$ cat src/logic/prsd_pkg.sv
package prsd_pkg;
    localparam logic [11:0] PRST_OFFSET      = 12'h010;
    localparam logic [11:0] SUPV_OFFSET      = 12'h018;
    localparam logic [11:0] UNLOCK_OFFSET    = 12'h100;

    localparam logic [31:0] PRST_RESET       = 32'h0000_0000;
    localparam logic [31:0] PRST_MASK        = 32'h000F_0700;
    localparam int          PRST_PG0_BIT     = 16;
    localparam int          PRST_PG1_BIT     = 17;
    localparam int          PRST_BPG0_BIT    = 18;
    localparam int          PRST_BPG1_BIT    = 19;
    localparam int          PRST_SER3_BIT    = 8;
    localparam int          PRST_SER4_BIT    = 9;
    localparam int          PRST_SER5_BIT    = 10;

    localparam int          SUPV_LVSEL_LSB   = 12;
    localparam int          SUPV_BOSEL_LSB   = 8;
    localparam int          SUPV_LVREN_BIT   = 7;
    localparam int          SUPV_BOOUT_BIT   = 6;
    localparam int          SUPV_LOWPWR_BIT  = 5;
    localparam int          SUPV_IRQF_BIT    = 4;
    localparam int          SUPV_CFG_LSB     = 0;
    localparam logic [2:0]  SUPV_LVSEL_RESET = 3'h0;
    localparam logic [2:0]  SUPV_BOSEL_RESET = 3'h3;
    localparam logic        SUPV_LVREN_RESET = 1'b1;
    localparam logic        SUPV_LOWPWR_RESET = 1'b0;

    localparam logic [7:0]  UNLOCK_BYTE0     = 8'h59;
    localparam logic [7:0]  UNLOCK_BYTE1     = 8'h16;
    localparam logic [7:0]  UNLOCK_BYTE2     = 8'h88;

    localparam logic [1:0]  RESP_OKAY        = 2'h0;
    localparam logic [1:0]  RESP_SLVERR      = 2'h2;

    // Code n (1..7) selects 2 << n cycles: 4, 8 .. 256
    localparam logic [8:0]  DG_BASE_CYCLES   = 9'h002;
    localparam logic [2:0]  DG_CODE_OFF      = 3'h0;

    typedef enum logic [3:0] {
        PRSD_UNLK_IDLE = 4'h1,
        PRSD_UNLK_ONE  = 4'h2,
        PRSD_UNLK_TWO  = 4'h4,
        PRSD_UNLK_OPEN = 4'h8
    } prsd_unlk_t;
endpackage

$ cat src/logic/prsd_deglitch.sv
`timescale 1ns/1ns
module prsd_deglitch #(
    parameter int CNT_W = 9
) (
    input  wire logic             aclk,
    input  wire logic             aresetn,
    input  wire logic             din,
    input  wire logic [2:0]       sel,
    input  wire logic             sample_mode,
    input  wire logic             sample_en,
    output logic                  dout
);
    typedef struct packed {
        logic             out;
        logic [CNT_W-1:0] cnt;
    } prsd_dg_t;

    prsd_dg_t   st_reg;
    prsd_dg_t   st_next;
    logic [CNT_W-1:0] len;

    // The longest code needs a count of 256
    if (CNT_W < 9) begin : g_cnt_w_check
        $error("prsd_deglitch: CNT_W must hold 256");
    end

    assign len  = CNT_W'(prsd_pkg::DG_BASE_CYCLES << sel);
    assign dout = st_reg.out;

    always_comb begin
        st_next = st_reg;
        if (sel == prsd_pkg::DG_CODE_OFF) begin
            st_next.cnt = '0;
            if (!sample_mode || sample_en) begin
                st_next.out = din;
            end
        end else if (din == st_reg.out) begin
            st_next.cnt = '0;
        end else if (st_reg.cnt + 1'b1 >= len) begin
            st_next.out = din;
            st_next.cnt = '0;
        end else begin
            st_next.cnt = CNT_W'(st_reg.cnt + 1'b1);
        end
    end

    always_ff @(posedge aclk) begin
        if (!aresetn) begin
            st_reg <= '0;
        end else begin
            st_reg <= st_next;
        end
    end
endmodule // prsd_deglitch

$ cat src/logic/prsd_top.sv
`timescale 1ns/1ns
// Contract
// Writing one to a peripheral reset bit drives a reset into the matching controller.
// Software writes zero to release a controller; the bit never clears itself.
// Bits 19 and 18 reset basic pulse generators 1 and 0, bits 17 and 16 pulse generators 1 and 0.
// Bits 10, 9 and 8 reset serial controllers 5, 4 and 3; zero is normal operation.
// The peripheral reset register is at 0x10, resets to zero, other bits reserved.
// Protected supervisor fields accept writes only after 59h, 16h, 88h go to the unlock register.
// The supervisor register resets to 0x38X with its low nibble from the flash configuration.
// Low-voltage filter code 000 passes directly, 001 to 111 need 4 to 256 stable cycles.
// Brown-out filter code 000 samples on the slow RC clock, 001 to 110 need 4 to 128 cycles.
// Brown-out filter code 111 needs 256 stable cycles.
// The low-voltage reset enable is set after reset.
// A filter passes a change only after the level holds for the chosen count, restarting on a toggle.
module prsd_top (
    input  wire logic        aclk,
    input  wire logic        aresetn,
    input  wire logic [11:0] s_axi_awaddr,
    input  wire logic [2:0]  s_axi_awprot,
    input  wire logic        s_axi_awvalid,
    output logic             s_axi_awready,
    input  wire logic [31:0] s_axi_wdata,
    input  wire logic [3:0]  s_axi_wstrb,
    input  wire logic        s_axi_wvalid,
    output logic             s_axi_wready,
    output logic [1:0]       s_axi_bresp,
    output logic             s_axi_bvalid,
    input  wire logic        s_axi_bready,
    input  wire logic [11:0] s_axi_araddr,
    input  wire logic [2:0]  s_axi_arprot,
    input  wire logic        s_axi_arvalid,
    output logic             s_axi_arready,
    output logic [31:0]      s_axi_rdata,
    output logic [1:0]       s_axi_rresp,
    output logic             s_axi_rvalid,
    input  wire logic        s_axi_rready,
    input  wire logic [3:0]  flash_cfg_nibble,
    input  wire logic        low_voltage_detect,
    input  wire logic        brownout_detect,
    input  wire logic        slow_rc_clock,
    output logic             basic_pulse_gen1_reset,
    output logic             basic_pulse_gen0_reset,
    output logic             pulse_gen1_reset,
    output logic             pulse_gen0_reset,
    output logic             serial5_reset,
    output logic             serial4_reset,
    output logic             serial3_reset,
    output logic             low_voltage_filtered,
    output logic             low_voltage_reset_request,
    output logic             brownout_detector_output,
    output logic             brownout_low_power,
    output logic [3:0]       brownout_cfg_bits,
    output logic             write_protect_unlock
);
    typedef struct packed {
        logic                  aw_have;
        logic [11:0]           aw_addr;
        logic                  w_have;
        logic [31:0]           w_data;
        logic [3:0]            w_strb;
        logic                  bvalid;
        logic [1:0]            bresp;
        logic                  rvalid;
        logic [31:0]           rdata;
        logic [1:0]            rresp;
        logic [31:0]           prst;
        logic [2:0]            lv_sel;
        logic [2:0]            bo_sel;
        logic                  low_voltage_reset_enable;
        logic                  low_pwr;
        logic [3:0]            cfg;
        logic                  cfg_load;
        prsd_pkg::prsd_unlk_t  unlk;
        logic [1:0]            lv_sync;
        logic [1:0]            bo_sync;
        logic [1:0]            rc_sync;
        logic                  rc_prev;
    } prsd_state_t;

    prsd_state_t st_reg;
    prsd_state_t st_next;
    logic        lv_filt;
    logic        bo_filt;
    logic        rc_rise;
    logic        wr_fire;
    logic        unlocked;
    logic [31:0] supv_word;
    logic [31:0] wmask;
    logic [7:0]  wbyte;

    assign unlocked = (st_reg.unlk == prsd_pkg::PRSD_UNLK_OPEN);
    assign rc_rise  = st_reg.rc_sync[1] && !st_reg.rc_prev;
    assign wr_fire  = st_reg.aw_have && st_reg.w_have && !st_reg.bvalid;
    assign wbyte    = st_reg.w_strb[0] ? st_reg.w_data[7:0] : 8'h00;

    always_comb begin
        wmask = '0;
        for (int i = 0; i < 4; i++) begin
            wmask[i*8 +: 8] = {8{st_reg.w_strb[i]}};
        end
    end

    always_comb begin
        supv_word = '0;
        supv_word[prsd_pkg::SUPV_LVSEL_LSB +: 3] = st_reg.lv_sel;
        supv_word[prsd_pkg::SUPV_BOSEL_LSB +: 3] = st_reg.bo_sel;
        supv_word[prsd_pkg::SUPV_LVREN_BIT]      = st_reg.low_voltage_reset_enable;
        supv_word[prsd_pkg::SUPV_BOOUT_BIT]      = bo_filt;
        supv_word[prsd_pkg::SUPV_LOWPWR_BIT]     = st_reg.low_pwr;
        supv_word[prsd_pkg::SUPV_CFG_LSB +: 4]   = st_reg.cfg;
    end

    // Stage 0 of each synchroniser is read only by its stage 1
    prsd_deglitch #(
        .CNT_W       (9)
    ) u_lv_filter (
        .aclk        (aclk),
        .aresetn     (aresetn),
        .din         (st_reg.lv_sync[1]),
        .sel         (st_reg.lv_sel),
        .sample_mode (1'b0),
        .sample_en   (1'b0),
        .dout        (lv_filt)
    );

    prsd_deglitch #(
        .CNT_W       (9)
    ) u_bo_filter (
        .aclk        (aclk),
        .aresetn     (aresetn),
        .din         (st_reg.bo_sync[1]),
        .sel         (st_reg.bo_sel),
        .sample_mode (1'b1),
        .sample_en   (rc_rise),
        .dout        (bo_filt)
    );

    always_comb begin
        st_next = st_reg;
        st_next.lv_sync = {st_reg.lv_sync[0], low_voltage_detect};
        st_next.bo_sync = {st_reg.bo_sync[0], brownout_detect};
        st_next.rc_sync = {st_reg.rc_sync[0], slow_rc_clock};
        st_next.rc_prev = st_reg.rc_sync[1];

        // Flash configuration is caught on the first edge after release
        if (st_reg.cfg_load) begin
            st_next.cfg      = flash_cfg_nibble;
            st_next.cfg_load = 1'b0;
        end

        if (s_axi_awvalid && s_axi_awready) begin
            st_next.aw_have = 1'b1;
            st_next.aw_addr = s_axi_awaddr;
        end
        if (s_axi_wvalid && s_axi_wready) begin
            st_next.w_have = 1'b1;
            st_next.w_data = s_axi_wdata;
            st_next.w_strb = s_axi_wstrb;
        end

        if (wr_fire) begin
            st_next.aw_have = 1'b0;
            st_next.w_have  = 1'b0;
            st_next.bvalid  = 1'b1;
            st_next.bresp   = prsd_pkg::RESP_OKAY;
            case ({st_reg.aw_addr[11:2], 2'b00})
                prsd_pkg::PRST_OFFSET: begin
                    // Bits hold until software writes zero back
                    st_next.prst = ((st_reg.prst & ~wmask) | (st_reg.w_data & wmask))
                                   & prsd_pkg::PRST_MASK;
                end
                prsd_pkg::SUPV_OFFSET: begin
                    if (unlocked) begin
                        if (st_reg.w_strb[1]) begin
                            st_next.lv_sel = st_reg.w_data[prsd_pkg::SUPV_LVSEL_LSB +: 3];
                            st_next.bo_sel = st_reg.w_data[prsd_pkg::SUPV_BOSEL_LSB +: 3];
                        end
                        if (st_reg.w_strb[0]) begin
                            st_next.low_voltage_reset_enable  = st_reg.w_data[prsd_pkg::SUPV_LVREN_BIT];
                            st_next.low_pwr = st_reg.w_data[prsd_pkg::SUPV_LOWPWR_BIT];
                            st_next.cfg     = st_reg.w_data[prsd_pkg::SUPV_CFG_LSB +: 4];
                        end
                    end
                end
                prsd_pkg::UNLOCK_OFFSET: begin
                    // Any byte out of sequence, or any write once open, locks again
                    case (st_reg.unlk)
                        prsd_pkg::PRSD_UNLK_IDLE: begin
                            st_next.unlk = (wbyte == prsd_pkg::UNLOCK_BYTE0) ? prsd_pkg::PRSD_UNLK_ONE
                                                                             : prsd_pkg::PRSD_UNLK_IDLE;
                        end
                        prsd_pkg::PRSD_UNLK_ONE: begin
                            st_next.unlk = (wbyte == prsd_pkg::UNLOCK_BYTE1) ? prsd_pkg::PRSD_UNLK_TWO
                                                                             : prsd_pkg::PRSD_UNLK_IDLE;
                        end
                        prsd_pkg::PRSD_UNLK_TWO: begin
                            st_next.unlk = (wbyte == prsd_pkg::UNLOCK_BYTE2) ? prsd_pkg::PRSD_UNLK_OPEN
                                                                             : prsd_pkg::PRSD_UNLK_IDLE;
                        end
                        default: begin
                            st_next.unlk = prsd_pkg::PRSD_UNLK_IDLE;
                        end
                    endcase
                end
                default: begin
                    st_next.bresp = prsd_pkg::RESP_SLVERR;
                end
            endcase
        end
        if (st_reg.bvalid && s_axi_bready) begin
            st_next.bvalid = 1'b0;
        end

        if (s_axi_arvalid && s_axi_arready) begin
            st_next.rvalid = 1'b1;
            st_next.rresp  = prsd_pkg::RESP_OKAY;
            case ({s_axi_araddr[11:2], 2'b00})
                prsd_pkg::PRST_OFFSET: begin
                    st_next.rdata = st_reg.prst;
                end
                prsd_pkg::SUPV_OFFSET: begin
                    st_next.rdata = supv_word;
                end
                prsd_pkg::UNLOCK_OFFSET: begin
                    st_next.rdata = {31'h0000_0000, unlocked};
                end
                default: begin
                    st_next.rdata = 32'h0000_0000;
                    st_next.rresp = prsd_pkg::RESP_SLVERR;
                end
            endcase
        end else if (st_reg.rvalid && s_axi_rready) begin
            st_next.rvalid = 1'b0;
        end
    end

    always_ff @(posedge aclk) begin
        if (!aresetn) begin
            st_reg          <= '0;
            st_reg.prst     <= prsd_pkg::PRST_RESET;
            st_reg.lv_sel   <= prsd_pkg::SUPV_LVSEL_RESET;
            st_reg.bo_sel   <= prsd_pkg::SUPV_BOSEL_RESET;
            st_reg.low_voltage_reset_enable   <= prsd_pkg::SUPV_LVREN_RESET;
            st_reg.low_pwr  <= prsd_pkg::SUPV_LOWPWR_RESET;
            st_reg.cfg_load <= 1'b1;
            st_reg.unlk     <= prsd_pkg::PRSD_UNLK_IDLE;
        end else begin
            st_reg <= st_next;
        end
    end

    assign s_axi_awready = !st_reg.aw_have && !st_reg.bvalid;
    assign s_axi_wready  = !st_reg.w_have && !st_reg.bvalid;
    assign s_axi_bvalid  = st_reg.bvalid;
    assign s_axi_bresp   = st_reg.bresp;
    assign s_axi_arready = !st_reg.rvalid;
    assign s_axi_rvalid  = st_reg.rvalid;
    assign s_axi_rdata   = st_reg.rdata;
    assign s_axi_rresp   = st_reg.rresp;

    // Register bits drive the controller resets directly, so release is asynchronous to them
    assign basic_pulse_gen1_reset = st_reg.prst[prsd_pkg::PRST_BPG1_BIT];
    assign basic_pulse_gen0_reset = st_reg.prst[prsd_pkg::PRST_BPG0_BIT];
    assign pulse_gen1_reset       = st_reg.prst[prsd_pkg::PRST_PG1_BIT];
    assign pulse_gen0_reset       = st_reg.prst[prsd_pkg::PRST_PG0_BIT];
    assign serial5_reset          = st_reg.prst[prsd_pkg::PRST_SER5_BIT];
    assign serial4_reset          = st_reg.prst[prsd_pkg::PRST_SER4_BIT];
    assign serial3_reset          = st_reg.prst[prsd_pkg::PRST_SER3_BIT];

    assign low_voltage_filtered      = lv_filt;
    assign low_voltage_reset_request = lv_filt && st_reg.low_voltage_reset_enable;
    assign brownout_detector_output  = bo_filt;
    assign brownout_low_power        = st_reg.low_pwr;
    assign brownout_cfg_bits         = st_reg.cfg;
    assign write_protect_unlock      = unlocked;
endmodule // prsd_top

$ cat config.mk
export PLATFORM = sky130hd
export DESIGN_NAME = prsd_top
export DESIGN_NICKNAME = d
export VERILOG_FILES = /design/src/logic/prsd_pkg.sv /design/src/logic/prsd_deglitch.sv /design/src/logic/prsd_top.sv
export SDC_FILE = /design/constraint.sdc
export NUM_CORES = 1
export LEC_CHECK = 0
export BUFFER_PORTS_ARGS = -buffer_cell sky130_fd_sc_hd__buf_2
export CAP_MARGIN = 20
export CELL_PAD_IN_SITES_DETAIL_PLACEMENT = 0
export CELL_PAD_IN_SITES_GLOBAL_PLACEMENT = 1
export CORE_MARGIN = 5
export CORE_UTILIZATION = 35
export CTS_CLUSTER_SIZE = 20
export DETAILED_ROUTE_END_ITERATION = 16
export PLACE_DENSITY_LB_ADDON = 0.1
export SETUP_SLACK_MARGIN = 0.5
export SKIP_CTS_REPAIR_TIMING = 1
export SLEW_MARGIN = 40
export SYNTH_ARGS = -nofsm -noshare
export SYNTH_HDL_FRONTEND = slang
export SYNTH_HIERARCHICAL = 1
export SYNTH_SLANG_ARGS = --single-unit
$ cat constraint.sdc
create_clock -name aclk -period 2.1 [get_ports aclk]
set_input_delay 0.525 -clock aclk [delete_from_list [all_inputs] [get_ports aclk]]
set_output_delay 0.525 -clock aclk [all_outputs]
set_load 0.1 [all_outputs]
==> Flow_metrics.wiki <==
{| class="wikitable"
! Metric !! Value
|-
| Share of layout cells above drive strength 1 || 39.77%
|-
| Vertical extent of the die || 129.9 µm
|-
| Critical-path top delay cell || dfxtp_4
|-
| Worst hold-check path type || input port to flop
|-
| Diodes inserted || 0
|-
| Slowest stage delay, CP || 380 ps
|-
| Arrival time at the worst endpoint || 2500 ps
|-
| First-pass GRT wire length || 20,450 µm
|-
| Failing checks || negative setup slack
|-
| Max clock buf depth || 2
|-
| Min setup slack post-route || -145.1 ps
|-
| Chip width || 129.9 µm
|-
| Filler cells || 1,365
|-
| CTS buffer count || 9
|-
| H-Tree Depth || 3
|-
| Count of unique library cells instantiated by Yosys || 54
|-
| Worst hold slack after final layout || 379.1 ps
|-
| Required time reported for the critical path endpoint || 2360 ps
|-
| Max rail drop VDD || 0.0004394 V
|-
| Reg2reg path depth || 11
|-
| Most common cell after layout, fill and taps aside || nand2_1
|-
| Count of state elements after synthesis || 105
|-
| Register area || 2155 µm²
|-
| Avg Synthesized Cell Area || 8.741 µm²
|-
| Residual overflow from global routing || 0
|-
| Effective utilization at floorplan || 35.99%
|-
| Ys flop type || dfxtp_1
|-
| HPWL Detailed || 9612 µm
|-
| Register area share after synthesis || 41.75%
|-
| Worst skew pair latency || 350 ps
|-
| Mapped cell area || 5035 µm²
|-
| Clk sink count || 105
|-
| Post-route antenna net violation count || 0
|-
| Yosys warns || 6
|-
| CP Launch Type || flop
|-
| Clock slew seen by the registers of the worst setup and hold paths || 70 ps
|-
| Cell Rows || 43
|-
| Count of mapped cells out of synthesis || 576
|-
| Crit path depth || 11
|-
| Fmax || 445.4 MHz
|-
| Number of flops mapped to enable cells by yosys || 0
|-
| TritonCTS clock tree || done
|-
| Cell breakdown of the critical path || ha_4, nand3_2, nor2_2, xor2_1, ha_1, and4_4, buf_4, a211oi_4, buf_4, o211ai_1, o31ai_1
|-
| Pin count of the biggest net entering global routing || 35
|-
| Antenna violations before repair || 0
|-
| Via-per-instance ratio || 4.955
|-
| Worst setup slack for register-to-register paths || -150 ps
|-
| DRC Markers || 0
|-
| Max-cap viol count || 0
|-
| RSZ-0062 raised after global routing || yes
|-
| Routability congestion estimate || 0.8190
|-
| Final std cell area, no fill || 6745 µm²
|-
| Critical setup path kind || flop to flop
|-
| Final Hold Vio Count || 0
|-
| Number of search-and-repair iterations in the first detailed-routing pass || 5
|-
| Destination of the critical timing path || u_lv_filter/dout$_SDFFE_PN0P_
|-
| Min-delay src || low_voltage_detect
|-
| Sum of buffers and inverters on the critical path || 2
|-
| Worst path top cell family by delay || compound AO/OA/AOI/OAI gates
|-
| Core footprint || 13,990 µm²
|-
| Die area || 16,880 µm²
|-
| CTS root buffer || clkbuf_16
|-
| Cell area power density || 651.0 nW/µm²
|-
| Max-slew violation count || 0
|-
| Via count of the routed design || 4,306
|-
| Crit-path max FO || 3
|-
| RR Endpoint || u_lv_filter/dout$_SDFFE_PN0P_
|-
| Overall track demand over capacity in global routing || 15.29%
|-
| Launch instance of the worst register-to-register path || u_lv_filter/st_reg[0]$_SDFF_PP0_
|-
| Outcome || finished, violations left
|-
| Number of I/O pins || 137
|-
| Most common cell type on the critical path || buf_4
|-
| Final worst clock skew || 6.152 ps
|-
| Crit end category || flop
|-
| Area grow syn2layout || 33.97%
|-
| Start point of the critical path || u_lv_filter/st_reg[0]$_SDFF_PP0_
|-
| Average wire per cell in the routed design || 15.21 µm
|-
| Total of endpoints with negative setup slack in the final report || 20
|-
| DRT iter0 DRCs || 260
|-
| Post-route fraction of the period consumed by the critical path || 106.9%
|-
| Most frequent cells in the layout || 89 x nand2_1, 81 x dfxtp_1, 53 x buf_2, 51 x buf_4, 49 x a21oi_1
|-
| Min Tclk post-route || 2245 ps
|-
| Via count of the first global-routing pass || 4,022
|-
| Post-detailed-placement cell area || 5916 µm²
|-
| Layout net count || 782
|-
| Total wire length || 13,220 µm
|-
| Multi-input logic area || 2987 µm²
|-
| Standby leakage power || 2.706 nW
|-
| Max reg flops || 48
|-
| Number of buffers added on ports || 94
|-
| Synth async-reset ratio || 0%
|}
[worst min path at each step]
stage	to	slack, ps	cells past startpoint
6_report	st_next[6]$_SDFF_PN0_	380	2
5_1_grt	st_next[6]$_SDFF_PN0_	370	2
4_1_cts	st_next[6]$_SDFF_PN0_	360	2
3_5_place_dp	st_reg[6]$_SDFF_PN0_	420	1
3_3_place_gp	st_reg[6]$_SDFF_PN0_	410	1
2_1_floorplan	st_next[0]$_SDFF_PN0_	410	1
[through the flow]
stage / worst slack, ps / power (mW) / instances / util (%) / setup TNS [ps]
after floorplan: -162.9 / 2.660 / 594 / - / -1670
after global routing: -274.8 / 4.594 / 869 / 48.22 / -4334
after detailed placement: -174.0 / 2.767 / 839 / 42.29 / -2973
after global placement: -148.5 / 2.758 / 839 / 42.29 / -2436
after CTS: -209.1 / 4.418 / 855 / 44.32 / -3535
final: -145.1 / 4.391 / 869 / 48.22 / -1970
[layout make-up]
class | count | share of cell area [%]
flip-flops and latches | 105 | 31.94
clock inverters | 3 | 0.3524
clock buffers | 13 | 3.858
well taps | 180 | 3.339
multi-input cells | 419 | 44.28
inverters | 9 | 0.5565
repair buffers | 140 | 15.67
[synth_stat cells (3+ instances only)]
master    number  area (µm²)
nand3b_1       7       52.55
and2_1        10       62.56
buf_2          3       15.01
and4_1         4       35.03
clkbuf_1      21       78.83
buf_4         40       300.3
inv_1          8       30.03
a22oi_1       16       120.1
nand3_1       17       85.08
nand2b_1       3       18.77
nand2_1       90       337.8
nand4_1       13       81.33
mux2_2         7       78.83
xnor2_1        4       35.03
nor2_1        42       157.7
ha_1          18       225.2
nand4b_1       5       43.79
nor3_1         3       15.01
nor4_1         4       25.02
mux2i_1        9       90.09
or3b_2         5       43.79
o31ai_1        6       45.04
dfxtp_1      105        2102
o21ai_0       11       55.05
a21oi_1       56       280.3
nor2b_1       15       93.84
xor2_1        12       105.1
[cell families after synthesis]
kind of cell | share of synthesized area [%]
AOI/OAI and AO/OA | 12.67
other | 0.1492
DFF | 41.75
and+or+nand+nor | 26.32
xor gates and xnor gates | 2.783
buffers and inverters | 8.499
adders and majority gates | 4.473
muxes | 3.355
[where the power goes]
part / internal [mW] / switching (mW) / leakage (nW)
combinational: 0.188 / 0.466 / 1.71
sequential: 2.05 / 0.0631 / 0.867
clock: 0.876 / 0.753 / 0.132
total: 3.11 / 1.28 / 2.71
[layer usage]
metal | vias up | global-route usage (%) | wire length, µm
met1 | 2010 | 22.01 | 6423
li1 | 2175 | - | -
met4 | 0 | 4.401 | 73
met2 | 113 | 22.78 | 6023
met5 | - | 0 | 0
met3 | 8 | 3.684 | 701
Power figures use the tool's default switching activity.
